### src/core/amp_ctrl_pkg.sv
// Constants for the dual-channel amplifier control register bank.
// Assumes one clock domain; serial pins are sampled on that clock.
package amp_ctrl_pkg;
	// ----------------------------------------
	// Serial word layout
	// ----------------------------------------
	localparam int WORD_BITS = 16;
	localparam logic [3:0] LAST_BIT = 4'hf;
	localparam logic [3:0] ADDR_LAST_BIT = 4'h7;
	localparam int RD_FLAG_POS = 15;
	// ----------------------------------------
	// Register addresses
	// ----------------------------------------
	localparam logic [6:0] ADDR_SOFT_RST = 7'h02;
	localparam logic [6:0] ADDR_PWRDN = 7'h03;
	localparam logic [6:0] ADDR_A_BIAS = 7'h04;
	localparam logic [6:0] ADDR_A_ATTEN = 7'h05;
	localparam logic [6:0] ADDR_B_BIAS = 7'h06;
	localparam logic [6:0] ADDR_B_ATTEN = 7'h07;
	// ----------------------------------------
	// Field positions and widths
	// ----------------------------------------
	localparam int CHAN_A_POS = 0;
	localparam int CHAN_B_POS = 4;
	localparam int ATTEN_W = 6;
	localparam int BIAS_W = 8;
	// ----------------------------------------
	// Reset values and limits
	// ----------------------------------------
	localparam logic [7:0] BIAS_RST = 8'h20;
	localparam logic [5:0] ATTEN_RST = 6'h0b;
	localparam logic [5:0] ATTEN_MAX = 6'h27;
	localparam logic [3:0] LVL_MAX = 4'h8;
endpackage

### src/core/dual_channel_amp_control_regs.sv
// Control register bank of a dual-channel variable-gain amplifier,
// written and read over a 16-bit-word serial port.
// Assumes cs_n, sclk, sdi and the sleep pins are synchronous to mclk
// and that sclk is slower than half of mclk.
//
// Contract
// - Per-channel power-down bits 0 and 4, reset 0
// - Power-down bits 7:5, 3:1 read zero
// - Channel A bias register drives bias bus
// - Channel A attenuator reset by device/soft reset
// - Channel B bias ignores channel A soft reset
// - Channel B attenuator reset by B resets
// - Bias code thermometer style, nine levels
// - Bit 7 highest power; default 001xxxxx
// - Attenuator bits 7:6 read zero
// - Attenuator code binary, 0 to 39; core stores codes 40 to 63 unchecked
// - Attenuator default code 001011
// - Each code step adds one dB
// - 16-bit words, commit on 16th edge
// - Soft-reset bits clear themselves
// - Power-down never alters register contents
`timescale 1ns/1ns
`default_nettype none
module dual_channel_amp_control_regs
	import amp_ctrl_pkg::*;
(
	input wire logic mclk,
	input wire logic resetn,
	input wire logic ce,
	input wire logic cs_n,
	input wire logic sclk,
	input wire logic sdi,
	output logic sdo,
	input wire logic sleep_pin_a,
	input wire logic sleep_pin_b,
	output logic [7:0] chan_a_bias_bus,
	output logic [5:0] chan_a_atten_bus,
	output logic [7:0] chan_b_bias_bus,
	output logic [5:0] chan_b_atten_bus,
	output logic [3:0] chan_a_bias_level,
	output logic [3:0] chan_b_bias_level,
	output logic chan_a_powerdown,
	output logic chan_b_powerdown
);
	// ----------------------------------------
	// Reset release
	// ----------------------------------------
	logic [1:0] rst_sync_q;
	logic rst_n_q;
	always_ff @(posedge mclk or negedge resetn) begin
		if (!resetn) begin
			rst_sync_q <= 2'h0;
		end else begin
			rst_sync_q <= {rst_sync_q[0], 1'b1};
		end
	end
	assign rst_n_q = rst_sync_q[1];

	// ----------------------------------------
	// Serial shifter
	// ----------------------------------------
	logic sclk_q;
	logic [3:0] bit_cnt_q;
	logic [14:0] shift_q;
	logic [15:0] word;
	logic sclk_rise;
	logic sclk_fall;
	logic word_done;
	logic addr_done;
	logic wr_en;
	logic [6:0] wr_addr;
	logic [7:0] wr_data;
	assign sclk_rise = sclk && !sclk_q && !cs_n;
	assign sclk_fall = !sclk && sclk_q && !cs_n;
	assign word = {shift_q, sdi};
	assign word_done = sclk_rise && (bit_cnt_q == LAST_BIT);
	assign addr_done = sclk_rise && (bit_cnt_q == ADDR_LAST_BIT);
	assign wr_en = ce && word_done && !word[RD_FLAG_POS];
	assign wr_addr = word[14:8];
	assign wr_data = word[7:0];

	always_ff @(posedge mclk or negedge rst_n_q) begin
		if (!rst_n_q) begin
			sclk_q <= 1'b0;
		end else if (ce) begin
			sclk_q <= sclk;
		end
	end

	always_ff @(posedge mclk or negedge rst_n_q) begin
		if (!rst_n_q) begin
			bit_cnt_q <= 4'h0;
			shift_q <= 15'h0;
		end else if (ce) begin
			if (cs_n) begin
				bit_cnt_q <= 4'h0;
			end else if (sclk_rise) begin
				// Counter wraps so words stream within one select
				bit_cnt_q <= bit_cnt_q + 4'h1;
				shift_q <= word[14:0];
			end
		end
	end

	// ----------------------------------------
	// Registers
	// ----------------------------------------
	logic chan_a_sleep_bit_q;
	logic chan_b_sleep_bit_q;
	logic soft_a_q;
	logic soft_b_q;
	logic [7:0] bias_a_q;
	logic [7:0] bias_b_q;
	logic [5:0] atten_a_q;
	logic [5:0] atten_b_q;

	always_ff @(posedge mclk or negedge rst_n_q) begin
		if (!rst_n_q) begin
			chan_a_sleep_bit_q <= 1'b0;
			chan_b_sleep_bit_q <= 1'b0;
		end else if (wr_en && wr_addr == ADDR_PWRDN) begin
			chan_a_sleep_bit_q <= wr_data[CHAN_A_POS];
			chan_b_sleep_bit_q <= wr_data[CHAN_B_POS];
		end
	end

	always_ff @(posedge mclk or negedge rst_n_q) begin
		if (!rst_n_q) begin
			soft_a_q <= 1'b0;
			soft_b_q <= 1'b0;
		end else if (ce) begin
			soft_a_q <= wr_en && wr_addr == ADDR_SOFT_RST && wr_data[CHAN_A_POS];
			soft_b_q <= wr_en && wr_addr == ADDR_SOFT_RST && wr_data[CHAN_B_POS];
		end
	end

	always_ff @(posedge mclk or negedge rst_n_q) begin
		if (!rst_n_q) begin
			bias_a_q <= BIAS_RST;
			atten_a_q <= ATTEN_RST;
		end else if (ce) begin
			if (soft_a_q) begin
				bias_a_q <= BIAS_RST;
				atten_a_q <= ATTEN_RST;
			end else if (wr_en && wr_addr == ADDR_A_BIAS) begin
				bias_a_q <= wr_data;
			end else if (wr_en && wr_addr == ADDR_A_ATTEN) begin
				atten_a_q <= wr_data[ATTEN_W-1:0];
			end
		end
	end

	always_ff @(posedge mclk or negedge rst_n_q) begin
		if (!rst_n_q) begin
			bias_b_q <= BIAS_RST;
			atten_b_q <= ATTEN_RST;
		end else if (ce) begin
			if (soft_b_q) begin
				bias_b_q <= BIAS_RST;
				atten_b_q <= ATTEN_RST;
			end else if (wr_en && wr_addr == ADDR_B_BIAS) begin
				bias_b_q <= wr_data;
			end else if (wr_en && wr_addr == ADDR_B_ATTEN) begin
				atten_b_q <= wr_data[ATTEN_W-1:0];
			end
		end
	end

	// ----------------------------------------
	// Read-back
	// ----------------------------------------
	logic [7:0] rd_data;
	logic [6:0] rd_addr;
	logic rd_act_q;
	logic [7:0] sdo_sh_q;
	assign rd_addr = word[6:0];

	always_comb begin
		rd_data = 8'h00;
		case (rd_addr)
			ADDR_PWRDN: begin
				rd_data[CHAN_A_POS] = chan_a_sleep_bit_q;
				rd_data[CHAN_B_POS] = chan_b_sleep_bit_q;
			end
			ADDR_A_BIAS: rd_data = bias_a_q;
			ADDR_A_ATTEN: rd_data = {2'h0, atten_a_q};
			ADDR_B_BIAS: rd_data = bias_b_q;
			ADDR_B_ATTEN: rd_data = {2'h0, atten_b_q};
			// Soft-reset bits self-clear, so they read as zero
			default: rd_data = 8'h00;
		endcase
	end

	// Data leaves MSB first on falling edges, ready for the next rise
	always_ff @(posedge mclk or negedge rst_n_q) begin
		if (!rst_n_q) begin
			rd_act_q <= 1'b0;
			sdo_sh_q <= 8'h00;
			sdo <= 1'b0;
		end else if (ce) begin
			if (cs_n || word_done) begin
				rd_act_q <= 1'b0;
			end else if (addr_done && word[7]) begin
				rd_act_q <= 1'b1;
				sdo_sh_q <= rd_data;
			end else if (sclk_fall && rd_act_q) begin
				sdo <= sdo_sh_q[7];
				sdo_sh_q <= {sdo_sh_q[6:0], 1'b0};
			end
		end
	end

	// ----------------------------------------
	// Analog control outputs
	// ----------------------------------------
	// thermometer decode, highest set bit wins
	function automatic logic [3:0] bias_lvl(input logic [7:0] code);
		logic [3:0] lvl;
		lvl = 4'h0;
		for (int i = 0; i < BIAS_W; i++) begin
			if (code[i]) begin
				lvl = 4'(i + 1);
			end
		end
		return lvl;
	endfunction

	always_ff @(posedge mclk or negedge rst_n_q) begin
		if (!rst_n_q) begin
			chan_a_bias_level <= 4'h0;
			chan_b_bias_level <= 4'h0;
			chan_a_powerdown <= 1'b0;
			chan_b_powerdown <= 1'b0;
		end else if (ce) begin
			chan_a_bias_level <= bias_lvl(bias_a_q);
			chan_b_bias_level <= bias_lvl(bias_b_q);
			chan_a_powerdown <= sleep_pin_a || chan_a_sleep_bit_q;
			chan_b_powerdown <= sleep_pin_b || chan_b_sleep_bit_q;
		end
	end
	// one dB per code step, passed straight to the attenuator
	assign chan_a_bias_bus = bias_a_q;
	assign chan_b_bias_bus = bias_b_q;
	assign chan_a_atten_bus = atten_a_q;
	assign chan_b_atten_bus = atten_b_q;
endmodule
`default_nettype wire

### config.mk
export PLATFORM = sky130hd
export DESIGN_NAME = dual_channel_amp_control_regs
export DESIGN_NICKNAME = d
export VERILOG_FILES = /design/src/core/amp_ctrl_pkg.sv /design/src/core/dual_channel_amp_control_regs.sv
export SDC_FILE = /design/constraint.sdc
export NUM_CORES = 1
export LEC_CHECK = 0
export BUFFER_PORTS_ARGS = -buffer_cell sky130_fd_sc_hd__buf_4
export CORE_UTILIZATION = 25
export CTS_BUF_LIST = sky130_fd_sc_hd__clkbuf_4 sky130_fd_sc_hd__clkbuf_8 sky130_fd_sc_hd__clkbuf_16
export DETAILED_ROUTE_END_ITERATION = 8
export PLACE_DENSITY = 0.55
export SETUP_SLACK_MARGIN = 0.3
export SYNTH_ARGS = -nofsm -noshare
export SYNTH_HDL_FRONTEND = slang
export SYNTH_SLANG_ARGS = --single-unit
### constraint.sdc
create_clock -name mclk -period 2.21 [get_ports mclk]
set_input_delay 0.442 -clock mclk [delete_from_list [all_inputs] [get_ports mclk]]
set_output_delay 0.442 -clock mclk [all_outputs]
set_load 0.005 [all_outputs]
==> flow_summary.ini <==
[global_routing]
grt_pass1_vias = 2730
gr-total-overflow = 0
largest_net_degree_at_the_start_of_global_routing = 28
grtUsageTotal_pct = 14.3
grt_first_pass_wirelength_um = 15600
antenna_found_initial = 0

[sta]
setup_viol_count_final = 0
final.period_utilization_pct = 85.9
finalMaxSlewViolations = 0
fmax_mhz = 527
max-slew-margin-rel_pct = 55.0
hold_violation_count_in_the_final_report = 0
period_minus_slack_ns = 1.90
rsz_0062_raised_after_global_routing = true
setup_ws_ns = 0.313
hold-worst-slack_ns = 0.312
fin_worst_skew_ns = 0.00712
tightest_slew_ns = 0.675
totalNegativeSetupSlack_ns = 0

[placement]
pre_cts_ws_ns = 0.0773
dp_hpwl_um = 6900
placed_cells_incl_taps = 548
placed_area_um2 = 4110
port-buffer-count = 46
gp_congestion = 0.804

[yosys]
synthDistinctLibCells = 51
post_synth_inst_count = 329
post_synth_mux_area_share_pct = 9.18
largest_family_of_logic_cells_by_synthesized_area = compound AO/OA/AOI/OAI gates
synth.net_count = 338
synth_top_area_cell = dfrtp_1
netlist.area_leader.share_pct = 47.3
ys_seq_area_share_pct = 53.4
postSynthRegisterBits = 74
synth_xor_area_share_pct = 0
yosys.area_share.simple_pct = 15.4
synthArstFlopShare_pct = 100
ys_dominant_reg_cell = dfrtp_1
yosysWarnings = 0
synthAdderAreaFrac_pct = 0.359
synth_enable_flop_cells = 0
post_synth.cell_area_avg_um2 = 10.6
syn_area_um2 = 3490
synth_area_leaders = dfrtp_1 47%, dfstp_2 6.0%, nand2_1 5.8%
synth-compound-area-share_pct = 17.9

[finish]
non_filler_instances = 569
top_library_cells_by_usage_in_the_layout_fill_and_taps_aside = 65 x dfrtp_1, 63 x buf_4, 54 x nand2_1
stdcell_area_um2 = 4550
num_antenna_cells = 0
final_layout_fill_cell_count = 1352
synthToLayoutAreaGrowth_pct = 30.3
final_common_cell = dfrtp_1
layout-drive-gt1-share_pct = 32.1
design.final.nets = 397

[worst_setup_path]
cell_with_the_largest_stage_delay_on_the_worst_path = dfrtp_1
cell_chain_of_the_critical_path = nand2b_2 > or3_1 > nor3_1 > o21ai_2 > a22o_1
critical_path.endpoint_type = register
worst_path_dominant_cell_family = simple AND/OR/NAND/NOR gates
startpoint_type = register
crit_cells = 5
crit_arrival_ns = 2.12
path_class = reg2reg
worstPathBufferInverterCount = 0
crit_path_max_fanout = 8
cp.required_ns = 2.43
critical_path.max_stage_delay_ns = 0.41
r2r.worst_path.cells = 5

[floorplanning]
placement_rows = 42
die-area_um2 = 14400
start_util_pct = 26.0
total_i_o_pin_count = 47
die_w_um = 120
area_of_the_placeable_core_um2 = 13400
die-height_um = 120

[cts]
cts_buffer_depth = 2
cts_root_buf = clkbuf_16
tritoncts = built
clk_pin_slew_worst_paths_ns = 0.06
numCtsBuffers = 9
clkLatencyLatePin_ns = 0.34
htree_num_levels = 3
cts.sink_count = 74

[routing]
routedWlPerCell_um = 17.1
met3_wirelength_um = 424
routedLengthMet1_um = 4400
drc = 0
drt_first_iter_violations = 159
drt_pass1_iterations = 4
vias_per_cell = 4.97
finalWirelength_um = 9730
via_count = 2829
top_layer_used = met4
met2WireLength_um = 4720
ant_nets = 0

[min_path]
hold_path.class = reg2async

[run_status]
status = finished clean

[power_and_ir_drop]
leakagePower_nw = 2.13
power.density_nw_per_um2 = 755
vdd_ir_drop_max_mv = 0.345

[flow_run]
drv.max_cap_violation_count = 0
==> cells by family after synthesis <==
logic type                 after synthesis
and+or+nand+nor                        110
AOI/OAI and AO/OA                       88
DFF                                     74
buffers and inverters                   30
muxes                                   25
adders and majority gates                1
other                                    1
==> routing by layer <==
metal	up-vias	track usage (%)
li1	1313	-
met1	1439	18.8
met2	61	22.3
met3	16	2.71
met4	0	7.03
met5	-	0
==> synth_stat cells, types with 10 or more instances <==
master / n
o21ai_0: 17
a22o_1: 16
inv_1: 10
a21oi_1: 16
mux2_2: 12
nor2_1: 14
o22a_1: 12
nand2_1: 54
dfrtp_1: 66
clkbuf_1: 16
==> power by group <==
| part | switching (mW) | internal [mW] |
|---|---|---|
| registers | 0.0862 | 1.41 |
| logic | 0.171 | 0.148 |
| clock network | 0.570 | 1.04 |
| total | 0.827 | 2.61 |
==> final timing paths <==
kind | from | end | slack, ns
max | sclk_q | chan_b_bias_bus[1] | 0.31
min | rst_sync_q[1] | chan_a_sleep_bit_q | 0.31
max reg2reg | sclk_q | chan_b_bias_bus[1] | 0.31
min reg2reg | rst_sync_q[1] | chan_a_sleep_bit_q | 0.31
max in group asynchronous | rst_sync_q[1] | chan_a_atten_bus[1] | 1.28
min in group mclk | rst_sync_q[0] | rst_sync_q[1] | 0.35
==> layout make-up <==
class / instances / area (µm²) / area share [%]
Clock buffer: 12 / 254 / 5.59
Multi-Input combinational cell: 225 / 1560 / 34.3
Clock inverter: 4 / 75.1 / 1.65
Sequential cell: 74 / 1860 / 41.0
Tap cell: 176 / 220 / 4.84
Inverter: 11 / 41.3 / 0.908
Timing Repair Buffer: 67 / 534 / 11.8
==> sequential cells by signal, summed over array words and instances (netlist names), 2 cells and up <==
| name | count |
|---|---|
| chan_a_atten_bus | 6 |
| chan_b_bias_bus | 8 |
| chan_a_bias_level | 4 |
| bit_cnt_q | 4 |
| chan_b_atten_bus | 6 |
| shift_q | 15 |
| sdo_sh_q | 8 |
| rst_sync_q | 2 |
| chan_b_bias_level | 4 |
| chan_a_bias_bus | 8 |
==> worst register-to-register path, stage by stage (launching register included) <==
cell	delay, ns
dfrtp_1	0.41
nand2b_2	0.24
or3_1	0.40
nor3_1	0.26
o21ai_2	0.19
a22o_1	0.28
==> per-stage QoR <==
step | power [mW] | utilization (%)
final | 3.43 | 33.9
after global routing | 3.57 | 33.9
after floorplan | 1.68 | -
after CTS | 3.45 | 33.4
after detailed placement | 1.81 | 30.7
after global placement | 1.80 | 30.7
==> what timing repair did <==
| item | CTS | global route |
|---|---|---|
| cloned | 0 | 0 |
| resized for setup | 7 | 14 |
| pin swaps | 1 | 2 |
| endpoints found under the hold margin | 2 | 0 |
| hold buffers | 1 | 0 |
| setup buffers | 1 | 3 |
| endpoints found under the setup margin | 37 | 28 |
Power figures use the tool's default switching activity.
